**src/rtl/rsc_pkg.sv**
```systemverilog
// Constants shared by the reset and strap configuration block.
package rsc_pkg;

    // ------------------------------------------------------------------
    // Timing
    // ------------------------------------------------------------------
    localparam int unsigned CLK_PERIOD_NS = 5;
    localparam int unsigned RESET_MIN_NS  = 1000;
    localparam int unsigned RESET_MIN_CYC =
        (RESET_MIN_NS + CLK_PERIOD_NS - 1) / CLK_PERIOD_NS;
    localparam int unsigned BLINK_NS      = 50_000_000;
    localparam int unsigned BLINK_CYC_DFLT = BLINK_NS / CLK_PERIOD_NS;
    localparam int unsigned RST_CNT_W     = 8;
    localparam int unsigned BLINK_CNT_W   = 24;

    // ------------------------------------------------------------------
    // Strap pin positions and pull defaults
    // ------------------------------------------------------------------
    localparam int unsigned STRAP_W     = 9;
    localparam int unsigned ADDR_W      = 5;
    localparam int unsigned SP_ADDR_LSB = 0;
    localparam int unsigned SP_DUPLEX   = 5;
    localparam int unsigned SP_LEDCFG   = 6;
    localparam int unsigned SP_XOVER    = 7;
    localparam int unsigned SP_RMII     = 8;
    localparam logic [STRAP_W-1:0] STRAP_DEFAULT = 9'h0E1;

    // ------------------------------------------------------------------
    // Register indices (byte address is four times the index)
    // ------------------------------------------------------------------
    localparam logic [5:0] IDX_ADVERT   = 6'h04;
    localparam logic [5:0] IDX_XCTRL    = 6'h19;
    localparam logic [5:0] IDX_MISC     = 6'h20;
    localparam logic [5:0] IDX_STATUS   = 6'h21;
    localparam logic [5:0] IDX_IRQ_STAT = 6'h22;
    localparam logic [5:0] IDX_IRQ_CLR  = 6'h23;
    localparam logic [5:0] IDX_IRQ_EN   = 6'h24;

    // ------------------------------------------------------------------
    // Register fields and reset values
    // ------------------------------------------------------------------
    localparam logic [15:0] ADVERT_RST_HD   = 16'h00A1;
    localparam logic [15:0] ADVERT_RST_FD   = 16'h01E1;
    localparam logic [15:0] XCTRL_XOVER_MSK = 16'h8000;
    localparam logic [15:0] XCTRL_LED_MSK   = 16'h0020;
    localparam logic [15:0] XCTRL_RST_BASE  = 16'h0000;
    localparam int unsigned XCTRL_XOVER_BIT = 15;
    localparam int unsigned XCTRL_LED_BIT   = 5;
    localparam int unsigned MISC_ROLE_BIT   = 0;
    localparam logic        ROLE_RST        = 1'b0;
    localparam int unsigned IRQ_W           = 2;
    localparam int unsigned IRQ_LINK        = 0;
    localparam int unsigned IRQ_RESET_DONE  = 1;

    function automatic logic [15:0] wb_merge(
        input logic [15:0] old_val,
        input logic [15:0] new_val,
        input logic [1:0]  sel
    );
        wb_merge = {sel[1] ? new_val[15:8] : old_val[15:8],
                    sel[0] ? new_val[7:0]  : old_val[7:0]};
    endfunction

endpackage

```
**src/rtl/rsc_reset_filter.sv**
```systemverilog
// Qualifies the external reset pin: it must stay low for the minimum time.
`timescale 1ns/1ps
`default_nettype none
module rsc_reset_filter
    import rsc_pkg::*;
(
    input  wire logic clk_i,
    input  wire logic rst_i,
    input  wire logic pin_low_i,
    output logic      hold_o
);

    typedef enum logic [1:0] {F_IDLE, F_COUNT, F_HOLD} rsc_filt_t;

    rsc_filt_t              state_reg;
    rsc_filt_t              state_next;
    logic [RST_CNT_W-1:0]   cnt_reg;
    logic [RST_CNT_W-1:0]   cnt_next;

    always_ff @(posedge clk_i) begin
        if (rst_i) begin
            state_reg <= F_IDLE;
            cnt_reg   <= '0;
        end else begin
            state_reg <= state_next;
            cnt_reg   <= cnt_next;
        end
    end

    // Glitches shorter than the minimum low time are ignored on purpose.
    always_comb begin
        state_next = state_reg;
        cnt_next   = '0;
        unique case (state_reg)
            F_IDLE: begin
                if (pin_low_i) begin
                    state_next = F_COUNT;
                end
            end
            F_COUNT: begin
                cnt_next = cnt_reg + RST_CNT_W'(1);
                if (!pin_low_i) begin
                    state_next = F_IDLE;
                end else if (cnt_reg == RST_CNT_W'(RESET_MIN_CYC - 2)) begin
                    state_next = F_HOLD;
                end
            end
            F_HOLD: begin
                if (!pin_low_i) begin
                    state_next = F_IDLE;
                end
            end
            default: begin
                state_next = F_IDLE;
            end
        endcase
    end

    assign hold_o = (state_reg == F_HOLD);

endmodule
`default_nettype wire

```
**src/rtl/rsc_sync.sv**
```systemverilog
// Two flip-flop synchroniser for pins from outside the clock domain.
`timescale 1ns/1ps
`default_nettype none
module rsc_sync #(
    parameter int unsigned W       = 1,
    parameter logic [W-1:0] RST_VAL = '0
) (
    input  wire logic         clk_i,
    input  wire logic         rst_i,
    input  wire logic [W-1:0] d_i,
    output logic      [W-1:0] q_o
);

    logic [W-1:0] meta_reg;
    logic [W-1:0] sync_reg;

    always_ff @(posedge clk_i) begin
        if (rst_i) begin
            meta_reg <= RST_VAL;
            sync_reg <= RST_VAL;
        end else begin
            meta_reg <= d_i;
            sync_reg <= meta_reg;
        end
    end

    assign q_o = sync_reg;

endmodule
`default_nettype wire

```
**src/rtl/rsc_top.sv**
```systemverilog
// Reset, strap capture and shared pin control of the transceiver.
// ----------------------------------------------------------------------
// ----------------------------------------------------------------------
`timescale 1ns/1ps
`default_nettype none
module rsc_top
    import rsc_pkg::*;
#(
    parameter int unsigned BLINK_CYCLES = BLINK_CYC_DFLT
) (
    input  wire logic               clk_i,
    input  wire logic               rst_i,
    input  wire logic               reset_pin_n_i,
    input  wire logic               wb_cyc_i,
    input  wire logic               wb_stb_i,
    input  wire logic               wb_we_i,
    input  wire logic [7:0]         wb_adr_i,
    input  wire logic [3:0]         wb_sel_i,
    input  wire logic [31:0]        wb_dat_i,
    output logic      [31:0]        wb_dat_o,
    output logic                    wb_ack_o,
    input  wire logic [STRAP_W-1:0] strap_pin_i,
    output logic      [STRAP_W-1:0] strap_pin_o,
    output logic      [STRAP_W-1:0] strap_pin_oe_o,
    input  wire logic [STRAP_W-1:0] func_out_i,
    input  wire logic               link_up_i,
    input  wire logic               activity_i,
    input  wire logic               sleep_pin_i,
    output logic                    sleep_pin_o,
    output logic                    sleep_pin_oe_o,
    output logic      [ADDR_W-1:0]  mgmt_addr_o,
    output logic                    rmii_mode_o,
    output logic                    auto_xover_o,
    output logic                    power_down_o,
    output logic                    irq_o,
    output logic                    in_reset_o
);

    // ------------------------------------------------------------------
    // Pin synchronisers and reset qualification
    // ------------------------------------------------------------------
    logic               reset_pin_n_s;
    logic [STRAP_W-1:0] strap_s;
    logic               sleep_s;
    logic               pin_hold;
    logic               int_rst;

    rsc_sync #(.W(1), .RST_VAL(1'b1)) u_rst_sync (
        .clk_i (clk_i),
        .rst_i (rst_i),
        .d_i   (reset_pin_n_i),
        .q_o   (reset_pin_n_s)
    );

    // Synchronisers start at the pull defaults of the unfitted straps.
    rsc_sync #(.W(STRAP_W), .RST_VAL(STRAP_DEFAULT)) u_strap_sync (
        .clk_i (clk_i),
        .rst_i (rst_i),
        .d_i   (strap_pin_i),
        .q_o   (strap_s)
    );

    rsc_sync #(.W(1), .RST_VAL(1'b1)) u_sleep_sync (
        .clk_i (clk_i),
        .rst_i (rst_i),
        .d_i   (sleep_pin_i),
        .q_o   (sleep_s)
    );

    rsc_reset_filter u_filter (
        .clk_i     (clk_i),
        .rst_i     (rst_i),
        .pin_low_i (~reset_pin_n_s),
        .hold_o    (pin_hold)
    );

    assign int_rst = rst_i | pin_hold;

    // ------------------------------------------------------------------
    // Strap capture
    // ------------------------------------------------------------------
    logic [STRAP_W-1:0] strap_reg;

    // Sampling every reset cycle means the last one before release wins.
    always_ff @(posedge clk_i) begin
        if (int_rst) begin
            strap_reg <= strap_s;
        end
    end

    assign mgmt_addr_o = strap_reg[SP_ADDR_LSB +: ADDR_W];
    assign rmii_mode_o = strap_reg[SP_RMII];

    // ------------------------------------------------------------------
    // Bus decode
    // ------------------------------------------------------------------
    logic [5:0]  bus_idx;
    logic        bus_req;
    logic        wr_en;
    logic        hit_adv;
    logic        hit_xctrl;
    logic        hit_misc;
    logic        hit_stat;
    logic        hit_istat;
    logic        hit_iclr;
    logic        hit_ien;

    assign bus_idx   = wb_adr_i[7:2];
    assign bus_req   = wb_cyc_i & wb_stb_i & ~wb_ack_o;
    // A write lands at the edge that completes the handshake with ack.
    assign wr_en     = wb_cyc_i & wb_stb_i & wb_ack_o & wb_we_i & ~int_rst;
    assign hit_adv   = (bus_idx == IDX_ADVERT);
    assign hit_xctrl = (bus_idx == IDX_XCTRL);
    assign hit_misc  = (bus_idx == IDX_MISC);
    assign hit_stat  = (bus_idx == IDX_STATUS);
    assign hit_istat = (bus_idx == IDX_IRQ_STAT);
    assign hit_iclr  = (bus_idx == IDX_IRQ_CLR);
    assign hit_ien   = (bus_idx == IDX_IRQ_EN);

    // ------------------------------------------------------------------
    // Configuration registers
    // ------------------------------------------------------------------
    logic [15:0] advert_reg;
    logic [15:0] xctrl_reg;
    logic        role_reg;
    logic [15:0] advert_rst;
    logic [15:0] xctrl_rst;

    assign advert_rst = strap_s[SP_DUPLEX] ? ADVERT_RST_FD
                                           : ADVERT_RST_HD;
    assign xctrl_rst  = XCTRL_RST_BASE
                      | (strap_s[SP_XOVER]  ? XCTRL_XOVER_MSK : 16'h0000)
                      | (strap_s[SP_LEDCFG] ? XCTRL_LED_MSK   : 16'h0000);

    always_ff @(posedge clk_i) begin
        if (int_rst) begin
            advert_reg <= advert_rst;
        end else if (wr_en && hit_adv) begin
            advert_reg <= wb_merge(advert_reg, wb_dat_i[15:0],
                                   wb_sel_i[1:0]);
        end
    end

    always_ff @(posedge clk_i) begin
        if (int_rst) begin
            xctrl_reg <= xctrl_rst;
        end else if (wr_en && hit_xctrl) begin
            xctrl_reg <= wb_merge(xctrl_reg, wb_dat_i[15:0],
                                  wb_sel_i[1:0]);
        end
    end

    always_ff @(posedge clk_i) begin
        if (int_rst) begin
            role_reg <= ROLE_RST;
        end else if (wr_en && hit_misc && wb_sel_i[0]) begin
            role_reg <= wb_dat_i[MISC_ROLE_BIT];
        end
    end

    assign auto_xover_o = xctrl_reg[XCTRL_XOVER_BIT];

    // ------------------------------------------------------------------
    // Events and interrupt status
    // ------------------------------------------------------------------
    logic             link_d_reg;
    logic             int_rst_d_reg;
    logic [IRQ_W-1:0] irq_ev;
    logic [IRQ_W-1:0] irq_clr;
    logic [IRQ_W-1:0] irq_stat_reg;
    logic [IRQ_W-1:0] irq_en_reg;
    logic             irq_pending;

    assign irq_ev[IRQ_LINK]       = link_up_i ^ link_d_reg;
    assign irq_ev[IRQ_RESET_DONE] = int_rst_d_reg & ~int_rst;
    assign irq_clr     = (wr_en && hit_iclr && wb_sel_i[0])
                       ? wb_dat_i[IRQ_W-1:0] : '0;
    assign irq_pending = |(irq_stat_reg & irq_en_reg);

    always_ff @(posedge clk_i) begin
        if (rst_i) begin
            link_d_reg    <= 1'b0;
            int_rst_d_reg <= 1'b1;
        end else begin
            link_d_reg    <= link_up_i;
            int_rst_d_reg <= int_rst;
        end
    end

    // An event in the clearing cycle survives: set wins over clear.
    always_ff @(posedge clk_i) begin
        if (int_rst) begin
            irq_stat_reg <= '0;
            irq_en_reg   <= '0;
        end else begin
            irq_stat_reg <= (irq_stat_reg & ~irq_clr) | irq_ev;
            if (wr_en && hit_ien && wb_sel_i[0]) begin
                irq_en_reg <= wb_dat_i[IRQ_W-1:0];
            end
        end
    end

    // ------------------------------------------------------------------
    // Shared sleep or interrupt pin
    // ------------------------------------------------------------------
    logic sleep_oe_reg;
    logic sleep_lvl_reg;
    logic pd_reg;
    logic irq_reg;

    always_ff @(posedge clk_i) begin
        sleep_oe_reg  <= ~int_rst & role_reg & irq_pending;
        sleep_lvl_reg <= int_rst;
        pd_reg        <= ~int_rst & ~role_reg & ~sleep_s;
        irq_reg       <= ~int_rst & irq_pending;
    end

    assign sleep_pin_oe_o = sleep_oe_reg;
    assign sleep_pin_o    = sleep_lvl_reg;
    assign power_down_o   = pd_reg;
    assign irq_o          = irq_reg;

    // ------------------------------------------------------------------
    // Link indicator and functional pin drive
    // ------------------------------------------------------------------
    logic [BLINK_CNT_W-1:0] blink_cnt_reg;
    logic                   blink_reg;
    logic                   blink_tick;
    logic                   led_val;
    logic [STRAP_W-1:0]     pin_func;
    logic [STRAP_W-1:0]     pin_o_reg;
    logic [STRAP_W-1:0]     pin_oe_reg;
    logic                   in_rst_reg;

    assign blink_tick =
        (blink_cnt_reg == BLINK_CNT_W'(BLINK_CYCLES - 1));

    always_ff @(posedge clk_i) begin
        if (int_rst || blink_tick) begin
            blink_cnt_reg <= '0;
        end else begin
            blink_cnt_reg <= blink_cnt_reg + BLINK_CNT_W'(1);
        end
    end

    always_ff @(posedge clk_i) begin
        if (int_rst) begin
            blink_reg <= 1'b0;
        end else if (blink_tick) begin
            blink_reg <= ~blink_reg;
        end
    end

    // Mode 1 shows link only; mode 2 also blinks on activity.
    assign led_val = link_up_i
                   & ~(~xctrl_reg[XCTRL_LED_BIT] & activity_i
                       & blink_reg);

    genvar gi;
    generate
        for (gi = 0; gi < STRAP_W; gi++) begin : g_pin
            assign pin_func[gi] = (gi == SP_DUPLEX) ? led_val
                                                    : func_out_i[gi];
        end
    endgenerate

    always_ff @(posedge clk_i) begin
        if (int_rst) begin
            pin_oe_reg <= '0;
            pin_o_reg  <= '0;
        end else begin
            pin_oe_reg <= '1;
            pin_o_reg  <= pin_func;
        end
        in_rst_reg <= int_rst;
    end

    assign strap_pin_oe_o = pin_oe_reg;
    assign strap_pin_o    = pin_o_reg;
    assign in_reset_o     = in_rst_reg;

    // ------------------------------------------------------------------
    // Bus read and acknowledge
    // ------------------------------------------------------------------
    logic [15:0] rd_val;
    logic [15:0] stat_word;
    logic [31:0] dat_reg;
    logic        ack_reg;

    assign stat_word = {7'h00, strap_reg[SP_DUPLEX], pd_reg,
                        strap_reg[SP_RMII], 1'b0,
                        strap_reg[SP_ADDR_LSB +: ADDR_W]};
    assign rd_val = hit_adv   ? advert_reg
                  : hit_xctrl ? xctrl_reg
                  : hit_misc  ? {15'h0000, role_reg}
                  : hit_stat  ? stat_word
                  : hit_istat ? {14'h0000, irq_stat_reg}
                  : hit_ien   ? {14'h0000, irq_en_reg}
                  : 16'h0000;

    always_ff @(posedge clk_i) begin
        if (rst_i) begin
            ack_reg <= 1'b0;
            dat_reg <= '0;
        end else begin
            ack_reg <= bus_req;
            if (bus_req) begin
                dat_reg <= {16'h0000, rd_val};
            end
        end
    end

    assign wb_ack_o = ack_reg;
    assign wb_dat_o = dat_reg;

    // ------------------------------------------------------------------
    // Checks
    // ------------------------------------------------------------------
    logic [STRAP_W-1:0] strap_last;

    always_ff @(posedge clk_i) begin
        strap_last <= strap_s;
    end
endmodule
`default_nettype wire

```
**config.mk**
```make
export PLATFORM = sky130hd
export DESIGN_NAME = rsc_top
export DESIGN_NICKNAME = d
export VERILOG_FILES = /design/src/rtl/rsc_pkg.sv /design/src/rtl/rsc_reset_filter.sv /design/src/rtl/rsc_sync.sv /design/src/rtl/rsc_top.sv
export SDC_FILE = /design/constraint.sdc
export NUM_CORES = 1
export LEC_CHECK = 0
export BUFFER_PORTS_ARGS = -buffer_cell sky130_fd_sc_hd__buf_2
export CAP_MARGIN = 15
export CORE_MARGIN = 1
export CORE_UTILIZATION = 45
export CTS_CLUSTER_DIAMETER = 120
export DETAILED_ROUTE_END_ITERATION = 8
export PLACE_DENSITY = 0.69
export RECOVER_POWER = 100
export SYNTH_ARGS = -nofsm -noshare
export SYNTH_HDL_FRONTEND = slang
export SYNTH_SLANG_ARGS = --single-unit
export TNS_END_PERCENT = 100
```
**constraint.sdc**
```tcl
create_clock -name clk_i -period 3.2 [get_ports clk_i]
set_clock_uncertainty 0.05 [all_clocks]
set_input_delay 0.96 -clock clk_i [delete_from_list [all_inputs] [get_ports clk_i]]
set_output_delay 0.96 -clock clk_i [all_outputs]
set_load 0.02 [all_outputs]
```
==> results.md, run 1 <==
- DP Wirelength: 7090 um
- CP max stage delay: 0.51 ns
- Die span in y: 110 um
- Sw Ratio: 21.7%
- RSZ-0062 raised after global routing: false
- Rows: 39
- Critical path data required time: 3.46 ns
- Clk_lat worst skew: 0.41 ns
- Starting Density: 46.3%
- Multi-input gate area: 1870 um^2
- CTS Buffer Depth: 2
- Hold_ws: 0.350 ns
- Pre-antenna DRT Iters: 4
- Antenna violations before repair: 0
- Ys Warns: 0
- Final min period: 2.64 ns
- Core region area: 11400 um^2
- Met3 global-route usage: 4.82%
- Synth Instances: 482
- Power per cell area: 632 nW/um^2
- Fin. Hold Viols: 0
- Critical path endpoint category: register
- Post-layout util: 54.1%
- Fill count: 1040
- Final period util: 82.6%
- Post-synth EDFFs: 39
- Routed WL: 10100 um
- Residual DRC count: 0
- Top_reg_cell synth: dfxtp_1
- Remaining Overflow, GRT: 0
- Largest net degree at the start of global routing: 33
- Crit path max-delay cell type: nor4_4
- Vias in the first global route: 3453
- Nets: 645
- Via density: 5.01
- Crit path buffers/inverters: 2
- Clock Power Share: 46.7%
- Startpoint class of the critical path: input pin
- Cell Int Power: 3.06 mW
- Combinational share of power: 5.9%
- Post-Syn Area: 5290 um^2
- Max_cap viols: 0
- Family with the most delay on the worst path: simple AND/OR/NAND/NOR gates
- DR vias: 3643
- Cells after DPL: 695
- I/O pin count: 134
- Flip-flop count of the largest register after layout: 24
- Endpoints failing setup: 0
- Die ar.: 12200 um^2
- First-pass GRT wire length: 15900 um
- Hold Crit Class: register to register
- H-tree depth: 4
- Met1 usage: 21.2%
- Outcome: completed
- Pins Over Slew Limit: 0
- Crit path max fanout: 10
- Register share of total power: 47.4%
- GRT busiest layer: met2
- Post-route ant nets: 0
- Layout Cells excl Fill: 727
- Yosys reg bits: 134
- Die width: 110 um
- CTS root buf: clkbuf_16
- Post-cts gate resize count: 0
- Clock slew at reported path FFs: 0.05 ns
- Relative slew slack: 46.6%
- Final Cell Area: 6180 um^2
- Post-Syn Area per Cell: 11.0 um^2
- Port buffer count: 96
- CTS Hold Bufs: 0
- CTS Buf Count: 17
- CTS tree: done
- Cell variety after synth: 53
- GP Congestion: 0.816
- Antenna Cells: 0
- Async SR Flop Fraction: 0%
- VDD IR max: 0.401 mV
- Worst Path Arrival: 2.90 ns
- Area growth syn-to-layout: 17.0%
- Sum Neg Setup Slack: 0 ns
- Wire per inst: 13.9 um
- Most used cell, CP: clkbuf_1
- Kind of critical path: input pin to register
- Initial DRC count: 224
- Crit-path cells: clkbuf_1, nand2b_1, nor4_4, clkbuf_1, a22oi_1, a311oi_1
- GRT Overall Usage: 17.6%
- Area post-placement: 5710 um^2
- Met2 Resource Use GR: 28.9%
- Worst-Margin Slew: 0.801 ns
- FF+latch area: 3070 um^2
- Postcts setup bufs: 0
- Share of layout cells above drive strength 1: 17.3%
- Seq/Total Area, Yosys: 58.1%
- Clock sinks: 134
- Switch Pwr: 849 uW
- Highest clock rate: 378 MHz
- P_leak: 2.30 nW
## worst reg2reg max path, delay by kind of cell (launching register included)
kind	cells	cell delay [ns]
simple gates	5	1.63
flops	1	0.42
## cell families after synthesis
logic type / share of synthesized area [%]
AOI/OAI and AO/OA: 7.20
other: 0.0710
buffers and inverters: 7.41
DFF: 58.1
and+or+nand+nor: 20.7
muxes: 0.758
xor gates and xnor gates: 4.97
adders and majority gates: 0.710
## synth_stat cells, types with 2 or more instances
cell | n | area share, %
o21ai_0 | 4 | 0.38
and2_1 | 23 | 2.7
mux2i_1 | 4 | 0.76
and3_1 | 5 | 0.59
a22oi_1 | 16 | 2.3
nand2_1 | 27 | 1.9
nand2b_1 | 3 | 0.36
clkbuf_8 | 4 | 1.0
nor2_1 | 62 | 4.4
nor4_1 | 5 | 0.59
a211oi_1 | 8 | 1.1
buf_6 | 3 | 0.64
nor2b_1 | 12 | 1.4
o31ai_1 | 2 | 0.28
nand3_1 | 20 | 1.9
dfxtp_1 | 95 | 36
xnor2_1 | 12 | 2.0
xor2_1 | 18 | 3.0
or2_2 | 12 | 1.4
nor3b_1 | 2 | 0.28
buf_2 | 2 | 0.19
clkbuf_1 | 10 | 0.71
a311oi_2 | 2 | 0.57
or3_1 | 3 | 0.36
and4_1 | 5 | 0.83
nor3_1 | 4 | 0.38
ha_1 | 3 | 0.71
inv_1 | 7 | 0.50
buf_4 | 30 | 4.3
edfxtp_1 | 39 | 22
a311oi_1 | 6 | 0.99
a21oi_1 | 4 | 0.38
nor4b_1 | 3 | 0.50
a211o_1 | 2 | 0.33
nand4_1 | 7 | 0.83
## layout by cell type (no fill, tap or decap), types with 8 or more instances in the layout
master	Yosys	layout
clkbuf_16	0	17
or2_2	12	12
edfxtp_1	39	39
clkbuf_1	10	58
nor2b_1	12	12
nor2_1	62	61
xnor2_1	12	12
nand2_1	27	27
xor2_1	18	18
a22oi_1	16	16
nand3_1	20	20
and2_1	23	8
and2_0	0	15
conb_1	1	16
buf_2	2	46
a211oi_1	8	8
dfxtp_1	95	95
## area by class of cell
type | instances | share of cell area (%)
Sequential cell | 134 | 49.7
Multi-Input combinational cell | 306 | 30.2
Timing Repair Buffer | 105 | 7.67
Clock buffer | 23 | 7.41
Tap cell | 143 | 2.89
Clock inverter | 9 | 1.66
Inverter | 7 | 0.425
## through the flow
step | worst slack (ns) | total power, mW
6_report | 0.557 | 3.91
5_1_grt | 0.412 | 4.06
4_1_cts | 0.903 | 3.95
3_5_place_dp | 0.478 | 2.13
3_3_place_gp | 0.486 | 2.12
2_1_floorplan | 0.217 | 2.07
## power groups by stage
stage                     sequential, mW  clock [mW]  combinational, mW
after detailed placement            1.88           0              0.244
after global placement              1.88           0              0.240
after CTS                           1.85        1.86              0.245
final                               1.85        1.83              0.231
after global routing                1.86        1.95              0.258
after floorplan                     1.91           0              0.160
## metal layers
layer  share of wire (%)  vias up
li1                    -     1806
met2                  49      103
met4                 1.6        0
met3                 5.6       17
met5                   0        -
met1                  44     1717
## path summary, 6_finish.rpt
path                                                endpoint                      startpoint  slack [ns]  depth (start not counted)
worst max-delay path                wb_dat_o[7]$_SDFFE_PP0P_                     wb_adr_i[3]        0.56                          6
worst min-delay path                  strap_reg[4]$_DFFE_PP_  u_strap_sync.q_o[4]$_SDFF_PP0_        0.35                          0
worst max register to register  blink_cnt_reg[18]$_SDFF_PP0_    blink_cnt_reg[15]$_SDFF_PP0_        0.96                          5
worst min register to register        strap_reg[4]$_DFFE_PP_  u_strap_sync.q_o[4]$_SDFF_PP0_        0.35                          0
(Power assumes the default switching activity.)
==> run 2, diff against run 1 <==
PLACE_DENSITY = 0.72   (was 0.69)
clock period = 2.3 ns   (was 3.2 ns; I/O delays follow)
==> run 2 against run 1 <==
  * Global-route usage shrank 0.59 points
  * Non-clock buffer count grew 12
  * Final cell count grew 1.7%
  * Critical path type unchanged
  * Largest cell class unchanged
  * Combinational power grew 45%
  * Clock power grew 57%
  * Critical endpoint is now xctrl_reg[4]$_SDFFCE_PP0P_
  * Sequential power grew 39%
  * Routed wire length shrank 2.8%
  * Final area grew 3.0%
  * Worst hold slack lost 0.0067 ns
==> results.md, run 2 (same netlist as run 1, synthesis figures left out) <==
- Endpoints failing setup: 0 (unchanged)
- Critical Path Sink: xctrl_reg[4]$_SDFFCE_PP0P_ (was wb_dat_o[7]$_SDFFE_PP0P_)
- Antenna violations before repair: 0 (unchanged)
- Via density: 4.88 (was 5.01)
- CTS Buffer Depth: 2 (unchanged)
- Highest clock rate: 494 MHz
- Metal3 WL: 424 um (was 563 um)
- Rows: 39 (unchanged)
- Worst path depth: 5 (was 6)
- Met2 routed WL: 4860 um (was 4900 um)
- Max_cap viols: 0 (unchanged)
- Crit-path cells: buf_2, nand2b_4, or4_2, o21ai_0, clkbuf_2 (was clkbuf_1, nand2b_1, nor4_4, clkbuf_1, a22oi_1, a311oi_1)
- Critical path endpoint category: register (unchanged)
- CTS Buf Count: 17 (unchanged)
- P_leak: 2.42 nW (was 2.30 nW)
- Post-route ant nets: 0 (unchanged)
- R2R Setup Slk: 0.30 ns (was 0.96 ns)
- Commonest non-fill, non-tap cell in the layout: dfxtp_1 (unchanged)
- Post-layout util: 55.8% (was 54.1%)
- Postcts setup bufs: 0 (unchanged)
- Critical path data required time: 2.36 ns (was 3.46 ns)
- Initial DRC count: 198 (was 224)
- GP Congestion: 0.836 (was 0.816)
- Most frequent cells in the layout: 95 x dfxtp_1, 60 x nor2_1, 54 x clkbuf_1 (was 95 x dfxtp_1, 61 x nor2_1, 58 x clkbuf_1)
- H-tree depth: 4 (unchanged)
- Worst-Margin Slew: 0.627 ns (was 0.801 ns)
- Routed WL: 9830 um (was 10100 um)
- Crit path max fanout: 5 (was 10)
- Die ar.: 12200 um^2 (unchanged)
- Share of layout cells above drive strength 1: 20.0% (was 17.3%)
- RSZ-0062 raised after global routing: false (unchanged)
- Crit path buffers/inverters: 2 (unchanged)
- CTS root buf: clkbuf_16 (unchanged)
- GRT Overall Usage: 17.0% (was 17.6%)
- Nets: 657 (was 645)
- Die width: 110 um (unchanged)
- Worst flop-to-flop path endpoint: xctrl_reg[4]$_SDFFCE_PP0P_ (was blink_cnt_reg[18]$_SDFF_PP0_)
- Antenna Cells: 0 (unchanged)
- Clock slew at reported path FFs: 0.06 ns (was 0.05 ns)
- Area growth syn-to-layout: 20.5% (was 17.0%)
- Family with the most delay on the worst path: simple AND/OR/NAND/NOR gates (unchanged)
- Pwr Total: 5.78 mW (was 3.91 mW)
- Sum Neg Setup Slack: 0 ns (unchanged)
- R2R depth: 5 (unchanged)
- Final period util: 88.1%
- DR vias: 3607 (was 3643)
- Pre-antenna DRT Iters: 4 (unchanged)
- First-pass GRT wire length: 15400 um (was 15900 um)
- I/O pin count: 134 (unchanged)
- Pins Over Slew Limit: 0 (unchanged)
- Setup crit start: wb_adr_i[3] (unchanged)
- Clk_lat worst skew: 0.41 ns (about the same)
- Remaining Overflow, GRT: 0 (unchanged)
- Hold Crit Class: register to register (unchanged)
- Relative slew slack: 58.2% (was 46.6%)
- Power per cell area: 907 nW/um^2 (was 632 nW/um^2)
- CTS Hold Bufs: 0 (unchanged)
- Flip-flop count of the largest register after layout: 24 (unchanged)
- Max Used Layer: met4 (unchanged)
- Core region area: 11400 um^2 (unchanged)
- Die span in y: 110 um (unchanged)
- Starting Density: 46.3% (unchanged)
- Kind of critical path: input pin to register (unchanged)
- Outcome: completed (unchanged)
- Fin. Hold Viols: 0 (unchanged)
- M1 wire length: 4400 um (was 4470 um)
- Port buffer count: 96 (unchanged)
- CTS tree: done (unchanged)
- Crit path max-delay cell type: or4_2 (was nor4_4)
- Reg2reg start: u_filter.state_reg[1]$_SDFFE_PP0P_ (was blink_cnt_reg[15]$_SDFF_PP0_)
- CP max stage delay: 0.64 ns (was 0.51 ns)
- Startpoint class of the critical path: input pin (unchanged)
- Clock sinks: 134 (unchanged)
- Vias in the first global route: 3335 (was 3453)
- Wire per inst: 13.3 um (was 13.9 um)
- Post-cts gate resize count: 0 (unchanged)
- VDD IR max: 0.540 mV (was 0.401 mV)
- Largest net degree at the start of global routing: 33 (unchanged)
- Residual DRC count: 0 (unchanged)
- Worst Path Arrival: 2.08 ns (was 2.90 ns)
- DP Wirelength: 7090 um (about the same)
- Final min period: 2.03 ns
==> run 2: per-stage QoR <==
step | instances | setup WS, ns | cell area, um^2 | hold slack (ns)
after CTS | 739 | 0.399 | 6480 | 0.339
after global routing | 739 | 0.120 | 6370 | 0.353
after floorplan | 497 | -0.0561 | 5360 | 0.323
final | 739 | 0.274 | 6370 | 0.343
after global placement | 707 | -0.00249 | 5830 | 0.329
after detailed placement | 707 | -0.00809 | 5830 | 0.331
==> run 2: power breakdown <==
group / internal [mW] / switching, mW
combinational: 0.117 / 0.219
sequential: 2.53 / 0.0394
clock: 1.91 / 0.960
==> run 2: worst min-delay path by stage <==
stage                                    from                endpoint  slack, ns  cells after the start
2_1_floorplan     u_sleep_sync.q_o$_SDFF_PP1_    power_down_o$_DFF_P_       0.32                      1
3_3_place_gp      u_sleep_sync.q_o$_SDFF_PP1_    power_down_o$_DFF_P_       0.33                      1
3_5_place_dp      u_sleep_sync.q_o$_SDFF_PP1_    power_down_o$_DFF_P_       0.33                      1
4_1_cts           u_sleep_sync.q_o$_SDFF_PP1_    power_down_o$_DFF_P_       0.34                      1
5_1_grt        u_strap_sync.q_o[4]$_SDFF_PP0_  strap_reg[4]$_DFFE_PP_       0.35                      0
6_report          u_sleep_sync.q_o$_SDFF_PP1_    power_down_o$_DFF_P_       0.34                      1
==> run 2: area by class of cell <==
class,count,area [um^2]
well taps,143,179
clock inverters,9,104
multi-input cells,306,1880
inverters,7,26.3
repair buffers,117,558
fillers,1002,5050
clock buffers,23,553
flip-flops and latches,134,3070
==> run 2: per-layer routing <==
| layer | vias to the layer above | global-route usage, % |
|---|---|---|
| li1 | 1838 | - |
| met1 | 1685 | 20.0 |
| met2 | 72 | 28.7 |
| met3 | 12 | 4.53 |
| met4 | 0 | 7.89 |
| met5 | - | 0 |
